File: src/smb_cfg.svh
// register map, reset values and timing of the smbus block
// assumes a 10 mhz system clock and inclusion by name only
`ifndef SMB_CFG_SVH
`define SMB_CFG_SVH

`define CTRL_ADR 8'hc0
`define DATA_ADR 8'hc2
`define MASK_ADR 8'hce
`define ADDR_ADR 8'hcf

`define CTRL_RST 8'h00
`define DATA_RST 8'h00
`define ADDR_RST 8'h00
`define MASK_RST 8'hfe
`define LINE_IDLE 3'h7

`define AUTO_ACK_POS 0
`define BCAST_POS 0
`define BCAST_ADDR 7'h00
`define BYTE_BITS 4'h8

`define CLK_NS 100
`define SCL_HALF_NS 5000
`define SCL_HALF_CYC ((`SCL_HALF_NS + `CLK_NS - 1) / `CLK_NS)

`endif

File: src/smb_pkg.sv
// types shared by the smbus controller files
// assumes nothing beyond a systemverilog compiler
package smb_pkg;

  typedef logic [7:0] byte_t;

  // bit order matches the control register, bit 7 first
  typedef struct packed {
    logic bus_owner_flag;
    logic transmit_direction_flag;
    logic begin_condition_flag;
    logic end_condition_flag;
    logic ack_request_flag;
    logic arbitration_loss_flag;
    logic ack_status_bit;
    logic event_flag;
  } ctrl_t;

  typedef struct packed {
    logic scl;
    logic sda;
    logic scl_rise;
    logic scl_fall;
    logic start_seen;
    logic stop_seen;
  } bus_cond_t;

  typedef enum logic [2:0] {
    PH_IDLE = 3'b000,
    PH_START = 3'b001,
    PH_DATA = 3'b010,
    PH_ACK = 3'b011,
    PH_STOP = 3'b100,
    PH_WAIT = 3'b101
  } phase_t;

  typedef enum logic [1:0] {
    S0 = 2'b00,
    S1 = 2'b01,
    S2 = 2'b10
  } step_t;

endpackage
File: src/addr_match.sv
// masked own-address and general call compare
// assumes a stable address byte from the caller's shifter
`timescale 1ns/1ps
`default_nettype none
`include "smb_cfg.svh"

module addr_match (
  input wire logic [6:0] addr_in,
  input wire logic [6:0] own_in,
  input wire logic [6:0] mask_in,
  input wire logic bcast_en_in,
  output var logic hit_out
);
  wire logic [6:0] diff = (addr_in ^ own_in) & mask_in;
  wire logic bcast = bcast_en_in && (addr_in == `BCAST_ADDR);

  assign hit_out = (diff == 7'h00) || bcast;

endmodule
`default_nettype wire

File: src/bus_sense.sv
// pin synchroniser and start, stop and scl edge detection
// assumes scl and sda pins are asynchronous to clk_in
`timescale 1ns/1ps
`default_nettype none
`include "smb_cfg.svh"

module bus_sense (
  input wire logic clk_in,
  input wire logic rst_b_in,
  input wire logic scl_pin_in,
  input wire logic sda_pin_in,
  output var smb_pkg::bus_cond_t cond_out
);
  import smb_pkg::*;

  // stage 0 feeds stage 1 only; stage 2 is the history for edges
  logic [2:0] scl_q;
  logic [2:0] sda_q;

  always_ff @(posedge clk_in) begin
    if (!rst_b_in) begin
      scl_q <= `LINE_IDLE;
      sda_q <= `LINE_IDLE;
    end else begin
      scl_q <= {scl_q[1:0], scl_pin_in};
      sda_q <= {sda_q[1:0], sda_pin_in};
    end
  end

  wire logic scl_hi = scl_q[1] && scl_q[2];
  wire logic sda_fell = sda_q[2] && !sda_q[1];
  wire logic sda_rose = !sda_q[2] && sda_q[1];

  assign cond_out.scl = scl_q[1];
  assign cond_out.sda = sda_q[1];
  assign cond_out.scl_rise = scl_q[1] && !scl_q[2];
  assign cond_out.scl_fall = !scl_q[1] && scl_q[2];
  assign cond_out.start_seen = scl_hi && sda_fell;
  assign cond_out.stop_seen = scl_hi && sda_rose;

endmodule
`default_nettype wire

File: src/smb_ctrl.sv
// smbus flag engine, auto acknowledge and, in auto mode, address recognition
// assumes an sfr port on CLOCK_IN and open-drain scl/sda pads
`timescale 1ns/1ps
`default_nettype none
`include "smb_cfg.svh"

module smb_ctrl #(
  parameter int HALF_CYC = `SCL_HALF_CYC
) (
  input wire logic CLOCK_IN,
  input wire logic RST_B_IN,
  input wire smb_pkg::byte_t SFR_ADDR_IN,
  input wire smb_pkg::byte_t SFR_WDATA_IN,
  input wire logic SFR_WR_IN,
  input wire logic SFR_RD_IN,
  output var smb_pkg::byte_t SFR_RDATA_OUT,
  input wire logic SCL_IN,
  output var logic SCL_OUT,
  output var logic SCL_OE_OUT,
  input wire logic SDA_IN,
  output var logic SDA_OUT,
  output var logic SDA_OE_OUT
);
  import smb_pkg::*;

  localparam int DW = 16;

  bus_cond_t bc;
  ctrl_t ctl_q;
  ctrl_t c;
  byte_t adr_q;
  byte_t adm_q;
  byte_t sh_q;
  byte_t sh_d;
  byte_t rd_val;
  phase_t ph_q;
  phase_t ph_d;
  step_t sub_q;
  step_t sub_d;
  logic [3:0] cnt_q;
  logic [3:0] cnt_d;
  logic [DW-1:0] div_q;
  logic scl_oe_q;
  logic scl_oe_d;
  logic sda_oe_q;
  logic sda_oe_d;
  logic adrd_q;
  logic adrd_d;
  logic first_q;
  logic first_d;
  logic gen_q;
  logic gen_d;
  logic req_q;
  logic req_d;
  logic wrote_q;
  logic wrote_d;
  logic busy_q;
  logic lose;
  logic hit;

  bus_sense u_sense (
    .clk_in(CLOCK_IN),
    .rst_b_in(RST_B_IN),
    .scl_pin_in(SCL_IN),
    .sda_pin_in(SDA_IN),
    .cond_out(bc)
  );

  wire logic [6:0] own_addr = adr_q[7:1];
  wire logic [6:0] cmp_mask = adm_q[7:1];
  wire logic bcast_en = adr_q[`BCAST_POS];
  wire logic auto_ack = adm_q[`AUTO_ACK_POS];

  addr_match u_match (
    .addr_in(sh_q[7:1]),
    .own_in(own_addr),
    .mask_in(cmp_mask),
    .bcast_en_in(bcast_en),
    .hit_out(hit)
  );

  wire logic tick = (div_q == DW'(HALF_CYC - 1));
  wire logic wr_ctl = SFR_WR_IN && (SFR_ADDR_IN == `CTRL_ADR);
  wire logic wr_dat = SFR_WR_IN && (SFR_ADDR_IN == `DATA_ADR);
  wire logic wr_adm = SFR_WR_IN && (SFR_ADDR_IN == `MASK_ADR);
  wire logic wr_adr = SFR_WR_IN && (SFR_ADDR_IN == `ADDR_ADR);
  wire ctrl_t wr_c = ctrl_t'(SFR_WDATA_IN);
  wire logic tx_now = ctl_q.transmit_direction_flag;
  // first byte, seven bits, as slave
  wire logic slv_adr = first_q && !ctl_q.bus_owner_flag;
  wire logic gen_scl = (ph_q == PH_DATA) || (ph_q == PH_ACK);

  assign rd_val = (SFR_ADDR_IN == `CTRL_ADR) ? byte_t'(ctl_q) :
                  (SFR_ADDR_IN == `DATA_ADR) ? sh_q :
                  (SFR_ADDR_IN == `MASK_ADR) ? adm_q :
                  (SFR_ADDR_IN == `ADDR_ADR) ? adr_q : 8'h00;

  always_comb begin
    c = ctl_q;
    ph_d = ph_q;
    sub_d = sub_q;
    cnt_d = cnt_q;
    sh_d = sh_q;
    scl_oe_d = scl_oe_q;
    sda_oe_d = sda_oe_q;
    adrd_d = adrd_q;
    first_d = first_q;
    gen_d = gen_q;
    req_d = req_q;
    wrote_d = wrote_q;
    lose = 1'b0;
    if (wr_ctl) begin
      c.begin_condition_flag = wr_c.begin_condition_flag;
      c.end_condition_flag = wr_c.end_condition_flag;
      c.ack_status_bit = wr_c.ack_status_bit;
      c.event_flag = wr_c.event_flag;
      if (!wr_c.event_flag) begin
        c.arbitration_loss_flag = 1'b0;
      end
      req_d = wr_c.begin_condition_flag;
    end
    if (wr_dat) begin
      sh_d = SFR_WDATA_IN;
      wrote_d = 1'b1;
    end
    // master clock waits for scl high, so slaves may stretch
    if (c.bus_owner_flag && !ctl_q.event_flag && tick && gen_scl) begin
      scl_oe_d = !scl_oe_q && bc.scl;
    end
    unique case (ph_q)
      PH_IDLE: begin
        if (req_q && !busy_q && !c.event_flag) begin
          ph_d = PH_START;
          sub_d = S0;
        end
      end
      PH_START: begin
        if (sub_q == S0) begin
          sda_oe_d = 1'b0;
          scl_oe_d = 1'b0;
          if (tick) begin
            sub_d = S1;
          end
        end else if (sub_q == S1) begin
          if (tick && bc.scl && bc.sda) begin
            sda_oe_d = 1'b1;
            gen_d = 1'b1;
            sub_d = S2;
          end else if (tick && c.bus_owner_flag) begin
            lose = 1'b1;
          end
        end else if (tick) begin
          scl_oe_d = 1'b1;
          gen_d = 1'b0;
          req_d = 1'b0;
          first_d = 1'b0;
          c.bus_owner_flag = 1'b1;
          c.transmit_direction_flag = 1'b1;
          c.event_flag = 1'b1;
          ph_d = PH_WAIT;
        end
      end
      PH_WAIT: begin
        if (!c.event_flag) begin
          if (c.bus_owner_flag && req_d) begin
            ph_d = PH_START;
            sub_d = S0;
          end else if (c.bus_owner_flag && c.end_condition_flag) begin
            ph_d = PH_STOP;
            sub_d = S0;
          end else if (c.bus_owner_flag || adrd_q) begin
            c.transmit_direction_flag = wrote_q;
            wrote_d = 1'b0;
            cnt_d = 4'h0;
            sda_oe_d = wrote_q && !sh_d[7];
            ph_d = PH_DATA;
          end else begin
            ph_d = PH_IDLE;
          end
        end
      end
      PH_DATA: begin
        if (bc.scl_rise) begin
          sh_d = {sh_q[6:0], bc.sda};
          cnt_d = cnt_q + 4'h1;
          if (tx_now && !sda_oe_q && !bc.sda && c.bus_owner_flag) begin
            lose = 1'b1;
          end
        end else if (bc.scl_fall && cnt_q == `BYTE_BITS) begin
          ph_d = PH_ACK;
          sub_d = S0;
          first_d = 1'b0;
          sda_oe_d = 1'b0;
          if (!tx_now && auto_ack) begin
            if (!slv_adr) begin
              sda_oe_d = c.ack_status_bit;
            end else if (hit) begin
              sda_oe_d = 1'b1;
              adrd_d = 1'b1;
              c.begin_condition_flag = 1'b1;
            end else begin
              ph_d = PH_IDLE;
            end
          end else if (!tx_now) begin
            c.ack_request_flag = 1'b1;
            c.event_flag = 1'b1;
            sub_d = S1;
            if (slv_adr) begin
              adrd_d = 1'b1;
              c.begin_condition_flag = 1'b1;
            end
          end
        end else if (bc.scl_fall) begin
          sda_oe_d = tx_now && !sh_q[7];
        end
      end
      PH_ACK: begin
        if (sub_q == S1) begin
          if (!c.event_flag) begin
            sda_oe_d = c.ack_status_bit;
            sub_d = S2;
          end
        end else if (bc.scl_rise) begin
          if (tx_now) begin
            c.ack_status_bit = !bc.sda;
          end
        end else if (bc.scl_fall) begin
          sda_oe_d = 1'b0;
          c.ack_request_flag = 1'b0;
          if (sub_q == S2) begin
            cnt_d = 4'h0;
            ph_d = PH_DATA;
          end else begin
            c.event_flag = 1'b1;
            ph_d = PH_WAIT;
          end
        end
      end
      PH_STOP: begin
        if (sub_q == S0) begin
          sda_oe_d = 1'b1;
          scl_oe_d = 1'b1;
          if (tick) begin
            scl_oe_d = 1'b0;
            sub_d = S1;
          end
        end else if (sub_q == S1) begin
          if (tick && !bc.scl) begin
            lose = 1'b1;
          end else if (tick) begin
            sda_oe_d = 1'b0;
            sub_d = S2;
          end
        end else if (tick) begin
          c.bus_owner_flag = 1'b0;
          c.end_condition_flag = 1'b0;
          ph_d = PH_IDLE;
        end
      end
      default: begin
        ph_d = PH_IDLE;
      end
    endcase
    // own start is masked by gen_q so it is not seen as foreign
    if (bc.start_seen && !gen_q) begin
      if (c.bus_owner_flag && !ctl_q.begin_condition_flag) begin
        lose = 1'b1;
      end else begin
        c.transmit_direction_flag = 1'b0;
        if (!c.bus_owner_flag) begin
          ph_d = PH_DATA;
          cnt_d = 4'h0;
          first_d = 1'b1;
          adrd_d = 1'b0;
          sda_oe_d = 1'b0;
        end
      end
    end
    if (bc.stop_seen) begin
      if (adrd_q) begin
        c.end_condition_flag = 1'b1;
        c.event_flag = 1'b1;
      end
      adrd_d = 1'b0;
      if (!c.bus_owner_flag) begin
        ph_d = PH_IDLE;
      end
    end
    if (lose) begin
      c.arbitration_loss_flag = 1'b1;
      c.event_flag = 1'b1;
      c.bus_owner_flag = 1'b0;
      c.transmit_direction_flag = 1'b0;
      ph_d = PH_IDLE;
      sda_oe_d = 1'b0;
      gen_d = 1'b0;
      req_d = 1'b0;
    end
    if (!c.bus_owner_flag && ph_d != PH_START) begin
      scl_oe_d = 1'b0;
    end
    if (c.event_flag && (c.bus_owner_flag || adrd_d)) begin
      scl_oe_d = 1'b1;
    end
  end

  always_ff @(posedge CLOCK_IN) begin
    if (!RST_B_IN || tick) begin
      div_q <= '0;
    end else begin
      div_q <= div_q + 16'h0001;
    end
  end

  always_ff @(posedge CLOCK_IN) begin
    if (!RST_B_IN) begin
      adr_q <= `ADDR_RST;
      adm_q <= `MASK_RST;
      SFR_RDATA_OUT <= 8'h00;
      busy_q <= 1'b0;
    end else begin
      if (wr_adr) begin
        adr_q <= SFR_WDATA_IN;
      end
      if (wr_adm) begin
        adm_q <= SFR_WDATA_IN;
      end
      if (SFR_RD_IN) begin
        SFR_RDATA_OUT <= rd_val;
      end
      busy_q <= bc.start_seen || (busy_q && !bc.stop_seen);
    end
  end

  always_ff @(posedge CLOCK_IN) begin
    if (!RST_B_IN) begin
      ctl_q <= ctrl_t'(`CTRL_RST);
      ph_q <= PH_IDLE;
      sub_q <= S0;
      cnt_q <= 4'h0;
      sh_q <= `DATA_RST;
      scl_oe_q <= 1'b0;
      sda_oe_q <= 1'b0;
      adrd_q <= 1'b0;
      first_q <= 1'b0;
      gen_q <= 1'b0;
      req_q <= 1'b0;
      wrote_q <= 1'b0;
    end else begin
      ctl_q <= c;
      ph_q <= ph_d;
      sub_q <= sub_d;
      cnt_q <= cnt_d;
      sh_q <= sh_d;
      scl_oe_q <= scl_oe_d;
      sda_oe_q <= sda_oe_d;
      adrd_q <= adrd_d;
      first_q <= first_d;
      gen_q <= gen_d;
      req_q <= req_d;
      wrote_q <= wrote_d;
    end
  end

  // pads are open drain: data lines only ever pull low
  always_ff @(posedge CLOCK_IN) begin
    SCL_OUT <= 1'b0;
    SDA_OUT <= 1'b0;
  end

  assign SCL_OE_OUT = scl_oe_q;
  assign SDA_OE_OUT = sda_oe_q;

endmodule
`default_nettype wire

File: config.mk
export PLATFORM = sky130hd
export DESIGN_NAME = smb_ctrl
export DESIGN_NICKNAME = d
export VERILOG_FILES = /design/src/smb_pkg.sv /design/src/addr_match.sv /design/src/bus_sense.sv /design/src/smb_ctrl.sv
export VERILOG_INCLUDE_DIRS = /design/src /design/src/src
export SDC_FILE = /design/constraint.sdc
export NUM_CORES = 1
export LEC_CHECK = 0
export ABC_CLOCK_PERIOD_IN_PS = 2550
export BUFFER_PORTS_ARGS = -buffer_cell sky130_fd_sc_hd__buf_2
export CORE_MARGIN = 2
export CORE_UTILIZATION = 60
export CTS_CLUSTER_DIAMETER = 50
export DETAILED_ROUTE_END_ITERATION = 16
export PLACE_DENSITY = 0.82
export SYNTH_ARGS = -nofsm -noshare
export SYNTH_HDL_FRONTEND = slang
export SYNTH_HIERARCHICAL = 1
export SYNTH_SLANG_ARGS = --single-unit
File: constraint.sdc
create_clock -name CLOCK_IN -period 2.55 [get_ports CLOCK_IN]
set_input_delay 0.51 -clock CLOCK_IN [delete_from_list [all_inputs] [get_ports CLOCK_IN]]
set_output_delay 0.51 -clock CLOCK_IN [all_outputs]
set_load 0.02 [all_outputs]
==> results.json <==
{
  "grt_max_degree": 37,
  "drt-vias-per-instance": 6.354,
  "ant_nets": 0,
  "grt_usage_pct": 32.67,
  "post-cts-setup-buffers": 0,
  "num_rows": 31,
  "hold_viol": 0,
  "core_area_sq_mm": 0.007176,
  "grt_pass1_wl_mm": 20.02,
  "grt_remaining_overflow": 0,
  "drv_slew": 0,
  "min_period_ns": 2.371,
  "die-area_sq_mm": 0.008025,
  "route.detailed.drc": 0,
  "vias": 4270,
  "cts_made_buffers": 9,
  "ys_warn_count": 6,
  "n_antenna_cell": 0,
  "synth_edf_count": 0,
  "crit_path_start_kind": "flop",
  "min-delay-start": "SCL_IN",
  "p_leak_nw": 1.972,
  "final_util_pct": 69.22,
  "min_period_over_period_pct": 92.98,
  "fin_area_sq_mm": 0.004967,
  "layout-drive-gt1-share_pct": 17.98,
  "drt_wl_total_mm": 12.52,
  "die_x_um": 89.58,
  "nets": 594,
  "die_h_um": 89.58,
  "max_freq_ghz": 0.4218,
  "synthDistinctLibCells": 76,
  "tns_ns": 0,
  "clk_pin_slew_ns": 0.09,
  "pwr_density_cell_mw_per_mm2": 467.8,
  "relSlewSlack_pct": 61.39,
  "grt_pass1_vias": 3985,
  "syn_avg_cell_area_sq_um": 8.402,
  "clk_path_buf_depth": 2,
  "hpwl_mm": 9.279,
  "area_growth_pct": 13.04,
  "syn_inst": 523,
  "seq_area_frac_synth_pct": 35.99,
  "ios": 34,
  "synth_area_sq_mm": 0.004394,
  "port_buffers": 31,
  "place.gp.congestion": 0.9819,
  "crit_start": "sh_q[2]$_SDFF_PN0_",
  "tightest_slew_ns": 0.5775,
  "start_util_pct": 61.24,
  "synth_ff_type": "dfxtp_1",
  "peakVddDrop_mv": 0.3162,
  "worstSetupEndpointType": "flop",
  "final-setup-viol-count": 0,
  "postPlaceCellArea_sq_mm": 0.004785,
  "fin_ws_ns": 0.1790,
  "drtIter0Drc": 414,
  "grt_setup_unrepaired": "false",
  "clock_skew_ns": 0.01503,
  "ctsRootBufferMaster": "clkbuf_8",
  "clock_sinks": 79,
  "cp.arrival_ns": 2.67,
  "crit_fanout": 5,
  "antenna_found_initial": 0,
  "clock_latency_ns": 0.35,
  "dr.pass1.iters": 6,
  "status": "finished, final reports clean",
  "max_cap_viol_count": 0,
  "hp-class": "in2reg",
  "synth_async_sr_flop_share_pct": 0,
  "preCtsSetupSlack_ns": 0.05234,
  "htreeDepth": 3,
  "ys_ff_latch": 79,
  "wire_per_inst_um": 18.63,
  "critical_path_class": "reg2reg",
  "worstPathRequired_ns": 2.85,
  "r2r_start": "sh_q[2]$_SDFF_PN0_",
  "r2r_setup_slack_ns": 0.18,
  "cts_tree": "built"
}
power breakdown:
part	internal [mW]	switching, mW	total [mW]	leakage (nW)
clock	0.384	0.477	0.861	0.0830
sequential	1.25	0.0196	1.27	0.640
combinational	0.0731	0.119	0.192	1.25
total	1.71	0.616	2.32	1.97
flip-flops by register name, indices dropped and copies added, names as in the netlist:
register	count
div_q	16
SFR_RDATA_OUT	8
adm_q	8
adr_q	8
sh_q	8
ctl_q	7
cnt_q	4
ph_q	3
u_sense/scl_q	3
u_sense/sda_q	3
sub_q	2
SCL_OE_OUT	1
SDA_OE_OUT	1
adrd_q	1
busy_q	1
first_q	1
gen_q	1
req_q	1
tx_now	1
wrote_q	1
metrics by stage:
step	hold slack, ns	instances	power [mW]
after floorplan	0.3863	524	1.412
after global placement	0.3869	656	1.482
after detailed placement	0.3924	656	1.487
after CTS	0.3305	672	2.324
after global routing	0.3476	672	2.408
final	0.3330	672	2.324
cell type report:
class	count	area, sq um
clock inverter	4	28.78
sequential	79	1582
tap	99	123.9
multi-input combinational	397	2625
clock buffer	12	145.1
timing repair buffer	63	395.4
inverter	18	67.56
fill	603	2208
path summary, 6_finish.rpt:
kind | to | depth (start not counted)
worst max-delay path | SCL_OE_OUT$_SDFF_PN0_ | 8
worst min-delay path | u_sense/scl_q[0]$_SDFF_PN1_ | 2
worst max register to register | SCL_OE_OUT$_SDFF_PN0_ | 8
worst min register to register | u_sense/scl_q[1]$_SDFF_PN1_ | 1
logic make-up after synthesis:
family          Yosys count  synth area share [%]
other cells               1               0.08534
buf+inv                  48                 4.556
xor+xnor                 21                 4.186
mux                      29                 7.232
simple gates            228                 27.76
fa+ha+maj                 4                 1.139
compound gates          113                 19.05
flops                    79                 35.99
layout by cell type (no fill, tap or decap), types with 4 or more instances in the layout:
cell,Yosys,routed
mux2i_1,19,19
a21oi_1,14,14
nand4_1,10,10
nand2b_1,13,13
a222oi_1,8,8
ha_1,4,4
o21ai_1,5,5
a211oi_1,18,18
a31oi_1,8,8
clkbuf_8,0,10
o21ai_0,15,15
mux2_2,8,8
nor2b_1,10,9
dfxtp_1,79,79
nand3_1,23,23
a311oi_1,11,11
nand2_1,42,42
and3_1,12,12
xor2_1,17,17
inv_1,15,15
xnor2_1,4,4
a32oi_1,4,4
nor3_1,10,10
nor2_1,74,74
buf_2,4,31
buf_4,4,32
critical path, stage by stage (launching register included):
cell       delay [ns]
dfxtp_1          0.43
xor2_1           0.17
a222oi_1         0.13
a31o_1           0.26
or4b_1           0.58
o311a_1          0.34
nor3_1           0.20
o2111ai_1        0.12
nand2_1          0.08
cells in the mapped netlist (all sizes together), types with 13 or more instances:
cell type,count,area share [%]
dfxtp,79,36
nor2,74,6.3
nand2,43,3.7
nand3,24,3.0
mux2i,20,4.8
o21ai,20,2.3
a211oi,19,3.4
clkbuf,19,1.6
inv,17,1.5
xor2,17,3.4
a21oi,14,1.6
nand2b,13,1.9
timing repair:
item | in CTS | in global routing
setup endpoints to repair | 1 | 3
hold buffers | 0 | 0
resized for setup | 1 | 2
layer usage:
metal | routed length (um) | track usage, % | part of all wire, % | vias up
li1 | - | - | - | 2011
met1 | 5015 | 42.15 | 40 | 1979
met2 | 6042 | 53.74 | 48 | 246
met3 | 1043 | 6.947 | 8.3 | 34
met4 | 416 | 12.21 | 3.3 | 0
met5 | 0 | 0 | 0 | -
Power figures use the tool's default switching activity.
